**src/fds_defs.svh**
```systemverilog
// fds_defs.svh: constants of the floppy data separator
`ifndef FDS_DEFS_SVH
`define FDS_DEFS_SVH

// divider select codes, upper bit first
`define FDS_DIV_BY1        2'h0
`define FDS_DIV_BY2        2'h1
`define FDS_DIV_BY4        2'h2
`define FDS_DIV_BY8        2'h3
// divider terminal masks (ratio minus one)
`define FDS_MASK_BY1       3'h0
`define FDS_MASK_BY2       3'h1
`define FDS_MASK_BY4       3'h3
`define FDS_MASK_BY8       3'h7

// bit cell length in internal clock ticks
`define FDS_PERIOD_NOM     6'h10
`define FDS_PERIOD_MIN     6'h0c
`define FDS_PERIOD_MAX     6'h16
// boundary between clock half and data half of a cell
`define FDS_HALF_POS       5'h08
// expected pulse positions inside a cell
`define FDS_CLK_CENTER     5'h04
`define FDS_DATA_CENTER    5'h0c

// short-term correction limits (3-bit two's complement)
`define FDS_ST_MAX         3'h1
`define FDS_ST_MIN         3'h6
// long-term correction limits (3-bit two's complement)
`define FDS_LT_MAX         3'h3
`define FDS_LT_MIN         3'h5
// drift accumulator thresholds (3-bit two's complement)
`define FDS_ACC_HI         3'h3
`define FDS_ACC_LO         3'h4

`endif

```
**src/fds_pkg.sv**
```systemverilog
// fds_pkg.sv: types of the floppy data separator
package fds_pkg;

    typedef logic [4:0] fds_phase_t;
    typedef logic [5:0] fds_len_t;
    typedef logic [2:0] fds_corr_t;

    // which half of the bit cell a pulse lands in
    typedef enum logic [1:0] {
        FDS_HALF_CLOCK = 2'b01,
        FDS_HALF_DATA  = 2'b10
    } fds_half_e;

endpackage

```
**src/fds_top.sv**
```systemverilog
// fds_top.sv: floppy data separator, clock recovery and data split
`timescale 1ns/1ps
`default_nettype none
`include "fds_defs.svh"

module fds_top
    import fds_pkg::*;
(
    input  wire logic i_clk,
    input  wire logic i_reset,
    input  wire logic i_reference_clock_in,
    input  wire logic i_divider_select_0,
    input  wire logic i_divider_select_1,
    input  wire logic i_disk_pulse_in_n,
    output logic      o_recovered_clock_out,
    output logic      o_separated_data_out
);

    logic       ref_prev_r;
    logic       pulse_prev_r;
    fds_phase_t phase_r;
    fds_phase_t phase_nxt;
    fds_corr_t  st_r;
    fds_corr_t  st_nxt;
    fds_corr_t  lt_r;
    fds_corr_t  lt_nxt;
    fds_corr_t  acc_r;
    fds_corr_t  acc_nxt;
    logic       data_flag_r;
    logic       rclk_r;
    logic       sdata_r;

    logic       ref_tick;
    logic       int_tick;
    logic       pulse_edge;
    fds_half_e  half;
    fds_phase_t center;
    fds_len_t   err;
    fds_len_t   err_half;
    fds_corr_t  st_meas;
    fds_len_t   len_raw;
    fds_len_t   len;
    logic       cell_end;
    logic       err_late;
    logic       err_early;
    logic       acc_up;
    logic       acc_dn;

    ////////////////////////////////////////////////////////////////////////
    // reference edge and internal clock divider
    assign ref_tick = i_reference_clock_in && !ref_prev_r;

    fds_divider u_divider (
        .i_clk      (i_clk),
        .i_reset    (i_reset),
        .i_ref_tick (ref_tick),
        .i_div_sel  ({i_divider_select_1, i_divider_select_0}),
        .o_int_tick (int_tick)
    );

    ////////////////////////////////////////////////////////////////////////
    // pulse leading edge and phase error
    assign pulse_edge = pulse_prev_r && !i_disk_pulse_in_n;
    assign half   = (phase_r < `FDS_HALF_POS) ? FDS_HALF_CLOCK
                                              : FDS_HALF_DATA;
    assign center = (half == FDS_HALF_DATA) ? `FDS_DATA_CENTER
                                            : `FDS_CLK_CENTER;
    assign err      = {1'b0, phase_r} - {1'b0, center};
    assign err_half = {err[5], err[5:1]};
    assign err_late  = !err[5] && (err != 6'h00);
    assign err_early = err[5];

    // short-term: half the error, saturated, for the current cell only
    assign st_meas = (err_half[5] && (err_half < 6'h3e)) ? `FDS_ST_MIN :
                     (!err_half[5] && (err_half > 6'h01)) ? `FDS_ST_MAX :
                     err_half[2:0];

    ////////////////////////////////////////////////////////////////////////
    // cell length from both correctors, clamped
    assign len_raw = `FDS_PERIOD_NOM
                   + {{3{lt_r[2]}}, lt_r}
                   + {{3{st_r[2]}}, st_r};
    assign len = (len_raw < `FDS_PERIOD_MIN) ? `FDS_PERIOD_MIN :
                 (len_raw > `FDS_PERIOD_MAX) ? `FDS_PERIOD_MAX :
                 len_raw;
    assign cell_end  = int_tick && ({1'b0, phase_r} >= len - 6'h01);
    assign phase_nxt = cell_end ? 5'h00 :
                       int_tick ? phase_r + 5'h01 : phase_r;

    // short-term value: a new pulse wins over the end-of-cell clear
    assign st_nxt = pulse_edge ? st_meas :
                    cell_end ? 3'h0 : st_r;

    ////////////////////////////////////////////////////////////////////////
    // long-term drift tracker, independent of the short-term value
    assign acc_up  = pulse_edge && err_late && (acc_r == `FDS_ACC_HI);
    assign acc_dn  = pulse_edge && err_early && (acc_r == `FDS_ACC_LO);
    assign acc_nxt = (acc_up || acc_dn) ? 3'h0 :
                     (pulse_edge && err_late) ? acc_r + 3'h1 :
                     (pulse_edge && err_early) ? acc_r - 3'h1 :
                     acc_r;
    assign lt_nxt  = (acc_up && (lt_r != `FDS_LT_MAX)) ? lt_r + 3'h1 :
                     (acc_dn && (lt_r != `FDS_LT_MIN)) ? lt_r - 3'h1 :
                     lt_r;

    ////////////////////////////////////////////////////////////////////////
    // state registers
    always_ff @(posedge i_clk) begin
        if (i_reset) begin
            ref_prev_r   <= 1'b0;
            pulse_prev_r <= 1'b1;
            phase_r      <= 5'h00;
            st_r         <= 3'h0;
            lt_r         <= 3'h0;
            acc_r        <= 3'h0;
        end else begin
            ref_prev_r   <= i_reference_clock_in;
            pulse_prev_r <= i_disk_pulse_in_n;
            phase_r      <= phase_nxt;
            st_r         <= st_nxt;
            lt_r         <= lt_nxt;
            acc_r        <= acc_nxt;
        end
    end

    // data flag: a data-half pulse on the last tick still counts
    always_ff @(posedge i_clk) begin
        if (i_reset) begin
            data_flag_r <= 1'b0;
            sdata_r     <= 1'b0;
        end else if (cell_end) begin
            data_flag_r <= 1'b0;
            sdata_r     <= data_flag_r
                        || (pulse_edge && half == FDS_HALF_DATA);
        end else if (pulse_edge && half == FDS_HALF_DATA) begin
            data_flag_r <= 1'b1;
        end
    end

    // recovered clock high through the clock half of each cell
    always_ff @(posedge i_clk) begin
        if (i_reset) begin
            rclk_r <= 1'b0;
        end else begin
            rclk_r <= (phase_nxt < `FDS_HALF_POS);
        end
    end

    assign o_recovered_clock_out = rclk_r;
    assign o_separated_data_out  = sdata_r;

    ////////////////////////////////////////////////////////////////////////
    // checks
    logic [5:0] cell_ticks_r;
    logic       had_pulse_r;
    logic       primed_r;
    logic       data_hit_r;
    logic       data_now;

    // data-half pulse edge in the current cycle
    assign data_now = pulse_edge && (phase_r >= `FDS_HALF_POS);

    always_ff @(posedge i_clk) begin
        if (i_reset) begin
            cell_ticks_r <= 6'h00;
            had_pulse_r  <= 1'b0;
            primed_r     <= 1'b0;
            data_hit_r   <= 1'b0;
        end else if (cell_end) begin
            cell_ticks_r <= 6'h00;
            had_pulse_r  <= pulse_edge;
            primed_r     <= 1'b1;
            data_hit_r   <= 1'b0;
        end else begin
            cell_ticks_r <= cell_ticks_r + {5'h00, int_tick};
            had_pulse_r  <= had_pulse_r || pulse_edge;
            data_hit_r   <= data_hit_r || data_now;
        end
    end
endmodule
`default_nettype wire

```
**src/fds_divider.sv**
```systemverilog
// fds_divider.sv: reference clock divider forming the internal tick
`timescale 1ns/1ps
`default_nettype none
`include "fds_defs.svh"

module fds_divider
    import fds_pkg::*;
(
    input  wire logic       i_clk,
    input  wire logic       i_reset,
    input  wire logic       i_ref_tick,
    input  wire logic [1:0] i_div_sel,
    output logic            o_int_tick
);

    logic [2:0] cnt_r;
    logic [2:0] cnt_nxt;
    logic [2:0] mask;
    logic       wrap;

    ////////////////////////////////////////////////////////////////////////
    // ratio decode and terminal count
    assign mask = (i_div_sel == `FDS_DIV_BY1) ? `FDS_MASK_BY1 :
                  (i_div_sel == `FDS_DIV_BY2) ? `FDS_MASK_BY2 :
                  (i_div_sel == `FDS_DIV_BY4) ? `FDS_MASK_BY4 :
                                                `FDS_MASK_BY8;
    assign wrap       = ((cnt_r & mask) == mask);
    assign o_int_tick = i_ref_tick && wrap;
    assign cnt_nxt    = (!i_ref_tick) ? cnt_r :
                        wrap ? 3'h0 : cnt_r + 3'h1;

    always_ff @(posedge i_clk) begin
        if (i_reset) begin
            cnt_r <= 3'h0;
        end else begin
            cnt_r <= cnt_nxt;
        end
    end

    ////////////////////////////////////////////////////////////////////////
    // checks: reference ticks per internal tick do not exceed the ratio
    logic [3:0] seen_r;
    logic       first_r;
    always_ff @(posedge i_clk) begin
        if (i_reset) begin
            seen_r  <= 4'h0;
            first_r <= 1'b1;
        end else if (o_int_tick) begin
            seen_r  <= 4'h0;
            first_r <= 1'b0;
        end else if (i_ref_tick) begin
            seen_r  <= seen_r + 4'h1;
        end
    end
endmodule
`default_nettype wire

```
**config.mk**
```make
export PLATFORM = sky130hd
export DESIGN_NAME = fds_top
export DESIGN_NICKNAME = d
export VERILOG_FILES = /design/src/fds_pkg.sv /design/src/fds_top.sv /design/src/fds_divider.sv
export VERILOG_INCLUDE_DIRS = /design/src /design/src/src
export SDC_FILE = /design/constraint.sdc
export NUM_CORES = 1
export LEC_CHECK = 0
export BUFFER_PORTS_ARGS = -buffer_cell sky130_fd_sc_hd__buf_2
export CORE_UTILIZATION = 55
export CTS_CLUSTER_DIAMETER = 200
export DETAILED_ROUTE_END_ITERATION = 10
export HOLD_SLACK_MARGIN = 0.02
export PLACE_DENSITY = 0.73
export SLEW_MARGIN = 20
export SYNTH_ARGS = -nofsm -noshare
export SYNTH_HDL_FRONTEND = slang
export SYNTH_SLANG_ARGS = --single-unit
```
**constraint.sdc**
```tcl
create_clock -name i_clk -period 4 [get_ports i_clk]
set_input_delay 0.2 -clock i_clk [delete_from_list [all_inputs] [get_ports i_clk]]
set_output_delay 0.2 -clock i_clk [all_outputs]
set_load 0.02 [all_outputs]
```
==> results of run 1 <==
-- worst max path at each step --
stage	from	end	slack (ns)	cells past startpoint
after floorplan	lt_r[2]	phase_r[3]	0.42	16
after global routing	lt_r[2]	o_separated_data_out	0.005	16
after CTS	lt_r[2]	o_separated_data_out	0.06	16
after global placement	lt_r[2]	o_separated_data_out	0.39	16
final	st_r[2]	o_separated_data_out	0.28	16
after detailed placement	lt_r[2]	o_separated_data_out	0.09	16
-- synthesized netlist by cell type (2+ instances only) --
library cell,n,share of area
dfxtp_1,21,0.27
ha_1,17,0.14
nor2_1,16,0.039
nand2_1,13,0.032
a21oi_1,12,0.039
nand3_1,10,0.032
inv_1,9,0.022
nor2b_1,6,0.024
a31oi_1,5,0.020
o21ai_0,5,0.016
xnor2_1,5,0.028
nand2b_1,4,0.016
nand3b_1,4,0.019
a21o_1,3,0.015
fa_1,3,0.039
mux2i_1,3,0.019
nor3_1,3,0.0097
o211ai_1,3,0.015
or2_2,3,0.012
or3_1,3,0.012
buf_2,2,0.0065
buf_6,2,0.015
nand4b_1,2,0.011
or3b_2,2,0.011
xor2_1,2,0.011
-- kinds of logic after synthesis --
family | Yosys count | synth area share
mux | 4 | 0.0268
fa+ha+maj | 20 | 0.177
compound gates | 36 | 0.154
buf+inv | 15 | 0.0544
xor+xnor | 7 | 0.0398
flops | 21 | 0.273
simple gates | 75 | 0.275
-- final cells by class --
cell class	count	area, sq um	share of cell area
multi-input combinational	142	1050	0.645
sequential	21	427	0.261
timing repair buffer	10	55.1	0.0337
tap	30	37.5	0.0230
inverter	9	33.8	0.0207
clock buffer	4	26.3	0.0161
-- what timing repair did --
action                     4_1_cts  5_1_grt
buffers inserted                 0        1
resized for setup                0        8
setup endpoints to repair        0       10
-- registers in the layout, indices dropped and copies added, names as in the netlist --
| name | count |
|---|---|
| acc_r | 3 |
| data_flag_r | 1 |
| lt_r | 3 |
| o_recovered_clock_out | 1 |
| o_separated_data_out | 1 |
| phase_r | 5 |
| pulse_prev_r | 1 |
| ref_prev_r | 1 |
| st_r | 2 |
| u_divider.cnt_r | 3 |
-- cell usage in the layout (no fill, tap or decap), drive strengths merged --
cell,netlist,final
a222oi,1,1
nor2,16,16
nand3b,4,4
nand3,10,10
mux2,1,1
and3,1,1
or3b,2,2
xor2,2,2
nand2,13,13
nor3b,1,1
clkbuf,2,4
or2,3,3
nand4,1,1
and2,1,1
fa,3,3
mux2i,3,3
dfxtp,21,21
o211ai,3,3
buf,4,10
a21oi,12,12
nand2b,4,4
nor2b,6,6
inv,9,9
xnor2,5,5
a31oi,5,5
or4b,1,1
o2111ai,1,1
and2b,2,2
nor4b,1,1
a311oi,1,1
or3,3,3
ha,17,17
o21ai,7,7
o22ai,2,2
nand4b,3,3
a21o,3,3
a22o,1,1
nor3,3,3
-- power groups by stage --
stage	clock, mW	sequential (mW)	combinational, mW
after global routing	0.115	0.259	0.239
after floorplan	0	0.254	0.161
after global placement	0	0.258	0.183
final	0.101	0.255	0.207
after detailed placement	0	0.259	0.196
after CTS	0.107	0.255	0.196
-- metrics by stage --
step	worst slack, ns	power, mW
finish	0.277	0.563
CTS	0.0565	0.558
floorplan	0.415	0.415
global placement	0.386	0.441
global route	0.00528	0.612
detailed placement	0.0907	0.455
-- worst max-delay path: stages (launching register included) --
cell      delay [ns]
dfxtp_2         0.37
inv_1           0.10
ha_4            0.27
ha_1            0.30
a222oi_1        0.42
mux2i_1         0.20
or3_1           0.33
o211ai_1        0.10
ha_2            0.22
xor2_1          0.07
ha_1            0.30
nand2_1         0.05
o21ai_0         0.15
a31oi_1         0.13
buf_2           0.18
or3_1           0.34
a21oi_1         0.12
-- layer usage --
layer	up-vias	part of all wire	track usage	wire, microns
met2	34	0.49	0.388	1480
met1	607	0.45	0.263	1380
met3	6	0.045	0.0601	136
li1	652	-	-	-
met4	0	0.013	0.0250	38
met5	-	0	0	0
==> metrics, run 1 <==
final setup fails=0; Worst-Skew Late Latency=~0.30 ns; worst endpoint data arrival time=about 4 ns; Mapped Avg Cell Area=8.65 sq um; Post-synth EDFFs=0; fin cells=around 220; maxcap violations=0; worst vdd ir=between 0.3 and 0.4 mV; Filler cells=between 200 and 250; GR Util All Layers=0.216; switching share of power=0.353; critical path capture point type=register; Psw=~200 uW; Syn-to-layout area delta=6.01%; initial antenna violation count=0; drt via density=6.01; syn nets=about 200; Starting Density=0.600; P_int=approximately 360 uW; Nets=about 210; WP data required=between 4 and 5 ns; Flop pwr share=0.453; number of synthesized register bits=21; CTS Buf Count=3; LEAKAGE=about 0.68 nW; worst-path fanout max=6; hold path depth=2; post-detailed-route wirelength per cell=about 14 microns; Hold Fails Final Rpt=0; reg-to-reg endpoint=o_separated_data_out; fin crit period=about 3.7 ns; CTS root buf=clkbuf_4; Tightest Pin Transition=just under 0.5 ns; die area=3020 sq um; std cell rows=18; status=finished, final reports clean; Netlist cell types=45; Die W=54.9 microns; cell count after synthesis=between 150 and 200; via count=about 1,300; CP Class=register to register; Routed Antenna Nets=0; FF-to-FF setup slack=between 0.2 and 0.3 ns; Hold Slack=~0.12 ns; Worst Skew=roughly 0.0050 ns; largest net degree at the start of global routing=21; # IOs=8; final global-route overflow total=0; kind of start point of the critical path=register; fin area=between 1500 and 2000 sq um; CTS HTree Levels=1; HP Start=i_disk_pulse_in_n; asr flop ratio synth=0; predominant post-synthesis flop cell=dfxtp_1; drt first-iter violations=31; first-pass GRT wire length=between 4 and 5 mm; CTS sink cnt=21; Detailed Routing Iterations Pass 1=6; drt total wl=between 3 and 4 mm; CTS tree=done; period utilization=0.931; number of global-route vias before repair=approximately 1,100; Fmax=about 270 MHz; RSZ-0062 raised after global routing=false; worst min path class=input pin to register; Clk pin slew, worst setup/hold paths=between 0.1 and 0.15 ns; relative slew slack=0.669; Setup TNS=0 ns; PwrDens=between 300 and 400 nW/um^2; n_diodes=0; Hold Buf Count CTS=0; number of port buffers=7; Slew Limit Fails=0; core box area=around 2600 sq um; worst r2r path cells=16; Cell Area, Synth=1540 sq um; synth warn=0; DRC viols=0; Clock power frac=0.179; Detail Placement HPWL=2.23 mm; hold-critical path endpoint=pulse_prev_r; Final Util=0.636; layout cells sized above 1=0.161; post-synthesis sequential area ratio=0.273; GPL Wtd Cong=between 0.8 and 0.9; Post-Place Cells=210; Die Y=~55 microns; CTS Buffer Depth=2; R2R Path Start=st_r[2]; combinational group share of total power=0.367; Area after DPL=approximately 1600 sq um
Power figures use the tool's default switching activity.
==> inputs of run 2 (changes only) <==
--- a/config.mk
+++ b/config.mk
@@ -6,12 +6,15 @@
 export SDC_FILE = /design/constraint.sdc
 export NUM_CORES = 1
 export LEC_CHECK = 0
+export ABC_AREA = 0
 export BUFFER_PORTS_ARGS = -buffer_cell sky130_fd_sc_hd__buf_2
-export CORE_UTILIZATION = 55
+export CELL_PAD_IN_SITES_DETAIL_PLACEMENT = 0
+export CELL_PAD_IN_SITES_GLOBAL_PLACEMENT = 1
+export CORE_UTILIZATION = 46
 export CTS_CLUSTER_DIAMETER = 200
 export DETAILED_ROUTE_END_ITERATION = 10
 export HOLD_SLACK_MARGIN = 0.02
-export PLACE_DENSITY = 0.73
+export PLACE_DENSITY_LB_ADDON = 0.1
 export SLEW_MARGIN = 20
 export SYNTH_ARGS = -nofsm -noshare
 export SYNTH_HDL_FRONTEND = slang
==> run 2 against run 1 <==
Sequential share of layout area shrank 0.39 points. Fmax grew 1.9%. Wire length shrank 1.1%. Final area grew 0.61%. Critical path depth is the same. Via count shrank 1.8%. Sequential power is essentially flat. Total power grew 0.43%. Clock skew grew 0.0037 ns. Global-route usage shrank 3.5 points. Die area grew 19%. First-iteration DRC count grew 120%.
==> metrics, run 2 (synthesis results as in run 1) <==
Die Y=59.9 microns (was 54.9 microns); PwrDens=344 nW/um^2 (was 345 nW/um^2); Starting Density=0.496 (was 0.600); FF-to-FF setup slack=0.35 ns (was 0.28 ns); hold path depth=2 (unchanged); worst r2r path cells=16 (unchanged); via count=1,275 (was 1,299); core box area=3100 sq um (was 2570 sq um); initial antenna violation count=0 (unchanged); Largest Register=phase_r (unchanged); number of global-route vias before repair=1,208 (was 1,123); CTS Buf Count=3 (unchanged); Detail Placement HPWL=2.16 mm (was 2.23 mm); LEAKAGE=0.670 nW (was 0.676 nW); drt via density=5.57 (was 6.01); drt total wl=2.99 mm (was 3.03 mm); Syn-to-layout area delta=6.66% (was 6.01%); final setup fails=0 (unchanged); drt first-iter violations=68 (was 31); Clk pin slew, worst setup/hold paths=0.13 ns (was 0.11 ns); combinational group share of total power=0.354 (was 0.367); final global-route overflow total=0 (unchanged); critical path capture point type=register (unchanged); Final Util=0.529 (was 0.636); RSZ-0062 raised after global routing=false (unchanged); maxcap violations=0 (unchanged); Die W=59.9 microns (was 54.9 microns); HP Start=i_disk_pulse_in_n (unchanged); Psw=205 uW (was 199 uW); status=finished, final reports clean (unchanged); worst endpoint data arrival time=3.91 ns (was 3.96 ns); P_int=360 uW (was 365 uW); period utilization=0.913 (was 0.931); Worst-Skew Late Latency=0.31 ns (was 0.30 ns); R2R Path Start=st_r[2] (unchanged); relative slew slack=0.694 (was 0.669); CTS root buf=clkbuf_4 (unchanged); area of the multi-input gates=1050 sq um (unchanged); CP Launch Point=st_r[2] (unchanged); Nets=212 (was 213); Detailed Routing Iterations Pass 1=4 (was 6); Hold Fails Final Rpt=0 (unchanged); Tightest Pin Transition=0.459 ns (was 0.496 ns); worst min path class=input pin to register (unchanged); DRC viols=0 (unchanged); n_diodes=0 (unchanged); reg-to-reg endpoint=o_separated_data_out (unchanged); WP data required=4.26 ns (was 4.24 ns); largest net degree at the start of global routing=21 (unchanged); number of port buffers=7 (unchanged); CTS sink cnt=21 (unchanged); worst vdd ir=0.177 mV (was 0.359 mV); std cell rows=20 (was 18); die area=3580 sq um (was 3020 sq um); Slew Limit Fails=0 (unchanged); kind of start point of the critical path=register (unchanged); commonest non-fill, non-tap cell in the layout=dfxtp_1 (unchanged); Fmax=274 MHz (was 269 MHz); hold-critical path endpoint=pulse_prev_r (unchanged); GR Util All Layers=0.182 (was 0.216); Hold Slack=0.0936 ns (was 0.119 ns); first-pass GRT wire length=5.07 mm (was 4.74 mm); Largest register FFs=5 (unchanged); post-detailed-route wirelength per cell=13.1 microns (was 14.0 microns); most frequent cells in the layout=dfxtp_1 (19), nor2_1 (15), ha_1 (15) (was dfxtp_1 (18), nor2_1 (15), ha_1 (15)); Filler cells=322 (was 223); CTS Buffer Depth=2 (unchanged); Clock power frac=0.194 (was 0.179); worst-path fanout max=6 (unchanged); CP Class=register to register (unchanged); Routed Antenna Nets=0 (unchanged); GPL Wtd Cong=0.783 (was 0.815); layout cells sized above 1=0.157 (was 0.161); Worst Skew=0.00871 ns (was 0.00501 ns); Setup TNS=0 ns (unchanged); fin crit period=3.65 ns (was 3.72 ns); Reg area=423 sq um (was 427 sq um); CTS tree=done (unchanged); # IOs=8 (unchanged); CTS HTree Levels=1 (unchanged); switching share of power=0.363 (was 0.353); Hold Buf Count CTS=0 (unchanged); Pwr Total=566 uW (was 563 uW); Flop pwr share=0.452 (was 0.453)
-- run 2: changes by cell type in the layout (fill, tap and decap cells not counted) --
cell        delta
buf_4          -1
dfxtp_4        -1
clkbuf_1       -1
dfxtp_1        +1
clkinvlp_4     +1
-- run 2: worst max path at each step --
stage,cells after the start,end
finish,16,o_separated_data_out
global route,16,phase_r[2]
CTS,16,o_separated_data_out
detailed placement,16,o_separated_data_out
global placement,16,o_separated_data_out
floorplan,16,phase_r[3]
-- run 2: layer usage --
metal	GRT usage	part of all wire	vias up	wire length [microns]
met2	0.317	0.50	26	1480
li1	-	-	643	-
met5	0	0	-	0
met1	0.227	0.46	603	1370
met4	0.0365	0.0047	0	14
met3	0.0411	0.043	3	128
-- run 2: power by group through the flow --
stage	logic, mW	registers, mW	clock network [mW]
after detailed placement	0.193	0.260	0
after global routing	0.231	0.259	0.125
after CTS	0.194	0.255	0.115
after floorplan	0.161	0.254	0
final	0.200	0.255	0.110
after global placement	0.186	0.259	0
-- run 2: final cells by class --
class / instances / share of cell area
tap: 44 / 0.0335
clock buffer: 3 / 0.0137
clock inverter: 1 / 0.00457
timing repair buffer: 9 / 0.0289
sequential: 21 / 0.257
multi-input combinational: 142 / 0.641
inverter: 9 / 0.0206
-- run 2: timing repair --
action	CTS	global route
hold endpoints to repair	0	0
setup endpoints to repair	0	9
buffers inserted	0	0
resized for setup	0	6
-- run 2: stage by stage --
step	std cells	area (sq um)	setup WS [ns]
floorplan	178	1540	0.415
global placement	224	1590	0.372
detailed placement	224	1590	0.219
CTS	228	1620	0.225
global route	229	1640	0.0458
finish	229	1640	0.347
-- run 2: critical path: stages (launching register included) --
cell      delay [ns]
dfxtp_2         0.38
inv_1           0.10
ha_4            0.27
ha_1            0.29
a222oi_1        0.40
mux2i_1         0.20
or3_1           0.34
o211ai_1        0.10
ha_2            0.22
xor2_1          0.07
ha_1            0.30
nand2_1         0.05
o21ai_0         0.14
a31oi_1         0.12
buf_2           0.17
or3_1           0.34
a21oi_1         0.12
==> inputs of run 3 (changes only) <==
==> constraint.sdc (replaced) <==
create_clock -name i_clk -period 3.87 [get_ports i_clk]
set_input_delay 0.1935 -clock i_clk [delete_from_list [all_inputs] [get_ports i_clk]]
set_output_delay 0.1935 -clock i_clk [all_outputs]
set_load 0.02 [all_outputs]
==> run 3 against run 2 <==
Worst hold slack worse by 0.0067 ns. Global-route usage rose by 0.88 points. Setup slack worse by 0.087 ns. Highest routed layer unchanged. Non-clock buffer count up 2. Clock-buffer cell count increased by 1.
==> metrics, run 3 (synthesis results as in run 1) <==
most frequent cells in the layout=dfxtp_1 (19), nor2_1 (16), ha_1 (15) (was dfxtp_1 (19), nor2_1 (15), ha_1 (15)); Pwr Total=593 uW (was 566 uW); n_diodes=0 (unchanged); CTS Buffer Depth=2 (unchanged); kind of start point of the critical path=register (unchanged); FF-to-FF setup slack=0.26 ns (was 0.35 ns); drt via density=5.55 (was 5.57); final global-route overflow total=0 (unchanged); Tightest Pin Transition=0.461 ns (was 0.459 ns); HP Start=i_disk_pulse_in_n (unchanged); R2R Path Start=st_r[2] (unchanged); Worst-Skew Late Latency=0.31 ns (about the same); Hold Fails Final Rpt=0 (unchanged); Routed Antenna Nets=0 (unchanged); core box area=3100 sq um (unchanged); final setup fails=0 (unchanged); Post-Place Cells=225 (was 224); met3 wire length=88 microns (was 128 microns); Setup TNS=0 ns (unchanged); hold path depth=2 (unchanged); critical path capture point type=register (unchanged); GR Util All Layers=0.190 (was 0.182); Detail Placement HPWL=2.25 mm (was 2.16 mm); CTS HTree Levels=1 (unchanged); reg-to-reg endpoint=o_separated_data_out (unchanged); Largest Register=phase_r (unchanged); Slew Limit Fails=0 (unchanged); fin cells=231 (was 229); largest net degree at the start of global routing=21 (unchanged); CP Class=register to register (unchanged); commonest non-fill, non-tap cell in the layout=dfxtp_1 (unchanged); CTS tree=done (unchanged); number of port buffers=7 (unchanged); Worst Skew=0.00525 ns (was 0.00871 ns); std cell rows=20 (unchanged); hold-critical path endpoint=pulse_prev_r (unchanged); Fmax=277 MHz (was 274 MHz); # IOs=8 (unchanged); top layer in use=met4 (unchanged); die area=3580 sq um (unchanged); DRC viols=0 (unchanged); Starting Density=0.496 (unchanged); Detailed Routing Iterations Pass 1=4 (unchanged); worst min path class=input pin to register (unchanged); maxcap violations=0 (unchanged); PwrDens=357 nW/um^2 (was 344 nW/um^2); WP data required=4.11 ns (was 4.26 ns); met1 WL=1.44 mm (was 1.37 mm); Largest register FFs=5 (unchanged); CTS sink cnt=21 (unchanged); layout cells sized above 1=0.166 (was 0.157); Nets=214 (was 212); drt total wl=3.09 mm (was 2.99 mm); fin crit period=3.61 ns (was 3.65 ns); post-detailed-route wirelength per cell=13.4 microns (was 13.1 microns); initial antenna violation count=0 (unchanged); first-pass GRT wire length=5.17 mm (was 5.07 mm); met2 wire len=1.53 mm (was 1.48 mm); Syn-to-layout area delta=7.88% (was 6.66%); CTS root buf=clkbuf_4 (unchanged); period utilization=0.933 (was 0.913); worst-path fanout max=6 (unchanged); number of global-route vias before repair=1,142 (was 1,208); slowest cell delay on critical path=0.38 ns (was 0.40 ns); via count=1,282 (was 1,275); CP cell instances=inv_1 > ha_4 > ha_1 > a222oi_1 > mux2i_1 > or3_1 > o211ai_1 > ha_2 > xor2_1 > ha_1 > nand2_1 > o21ai_2 > a31oi_2 > buf_2 > or3_1 > a21oi_1 (was inv_1 > ha_4 > ha_1 > a222oi_1 > mux2i_1 > or3_1 > o211ai_1 > ha_2 > xor2_1 > ha_1 > nand2_1 > o21ai_0 > a31oi_1 > buf_2 > or3_1 > a21oi_1); GPL Wtd Cong=0.723 (was 0.783); slowest stage cell, crit path=dfxtp_2 (was a222oi_1); relative slew slack=0.693 (was 0.694); Filler cells=326 (was 322); CP Launch Point=st_r[2] (unchanged); Die W=59.9 microns (unchanged); CTS Buf Count=3 (unchanged); worst endpoint data arrival time=3.85 ns (was 3.91 ns); worst r2r path cells=16 (unchanged); Die Y=59.9 microns (unchanged); LEAKAGE=0.683 nW (was 0.670 nW); drt first-iter violations=52 (was 68); worst vdd ir=0.254 mV (was 0.177 mV); status=finished, final reports clean (unchanged); Final Util=0.535 (was 0.529); Clk pin slew, worst setup/hold paths=0.12 ns (was 0.13 ns)
==> run 3: cell types whose count changed in the layout (fill, tap and decap cells not counted), sizes merged <==
| cell | delta |
|---|---|
| buf | +2 |
| clkbuf | +1 |
| clkinvlp | -1 |
==> run 3: final cells by class <==
class	instances	area (sq um)	area share
Multi-Input combinational cell	142	1060	0.639
Sequential cell	21	423	0.255
Timing Repair Buffer	11	62.6	0.0377
Tap cell	44	55.1	0.0331
Inverter	9	33.8	0.0203
Clock buffer	4	26.3	0.0158
==> run 3: worst max path at each step <==
stage,end,slack [ns],cells past startpoint
6_report,o_separated_data_out,0.26,16
5_1_grt,o_separated_data_out,-0.03,16
4_1_cts,o_separated_data_out,0.12,16
3_5_place_dp,o_separated_data_out,0.16,16
3_3_place_gp,o_separated_data_out,0.29,16
2_1_floorplan,phase_r[3],0.29,16
==> run 3: metrics by stage <==
| step | worst slack, ns | hold slack [ns] | area, sq um |
|---|---|---|---|
| 2_1_floorplan | 0.285 | 0.300 | 1540 |
| 3_3_place_gp | 0.291 | 0.409 | 1600 |
| 3_5_place_dp | 0.155 | 0.413 | 1600 |
| 4_1_cts | 0.118 | 0.0871 | 1620 |
| 5_1_grt | -0.0256 | 0.0769 | 1660 |
| 6_report | 0.260 | 0.0869 | 1660 |
==> run 3: report_power, final <==
group	leakage, nW	total [mW]	switching [mW]	internal (mW)
Clock	0.0150	0.109	0.0688	0.0402
Combinational	0.496	0.221	0.117	0.104
Sequential	0.172	0.263	0.0279	0.235
Total	0.683	0.593	0.214	0.379
==> run 3: timing repair <==
action,CTS,global route
resized for setup,0,8
hold buffers,0,0
endpoints found under the setup margin,0,10
buffers inserted,0,1
endpoints found under the hold margin,0,0
==> run 3: routing by layer <==
metal | up-vias | global-route usage
met5 | - | 0
met4 | 0 | 0.0399
met3 | 4 | 0.0476
met2 | 20 | 0.325
met1 | 605 | 0.241
li1 | 653 | -
==> run 3: critical path: cells and delay by family (launching register included) <==
| family | cells | cell delay, ns |
|---|---|---|
| adders and majority gates | 4 | 1.06 |
| AOI/OAI and AO/OA | 5 | 0.84 |
| and+or+nand+nor | 3 | 0.73 |
| DFF | 1 | 0.38 |
| buffers and inverters | 2 | 0.28 |
| muxes | 1 | 0.17 |
| xor gates and xnor gates | 1 | 0.07 |
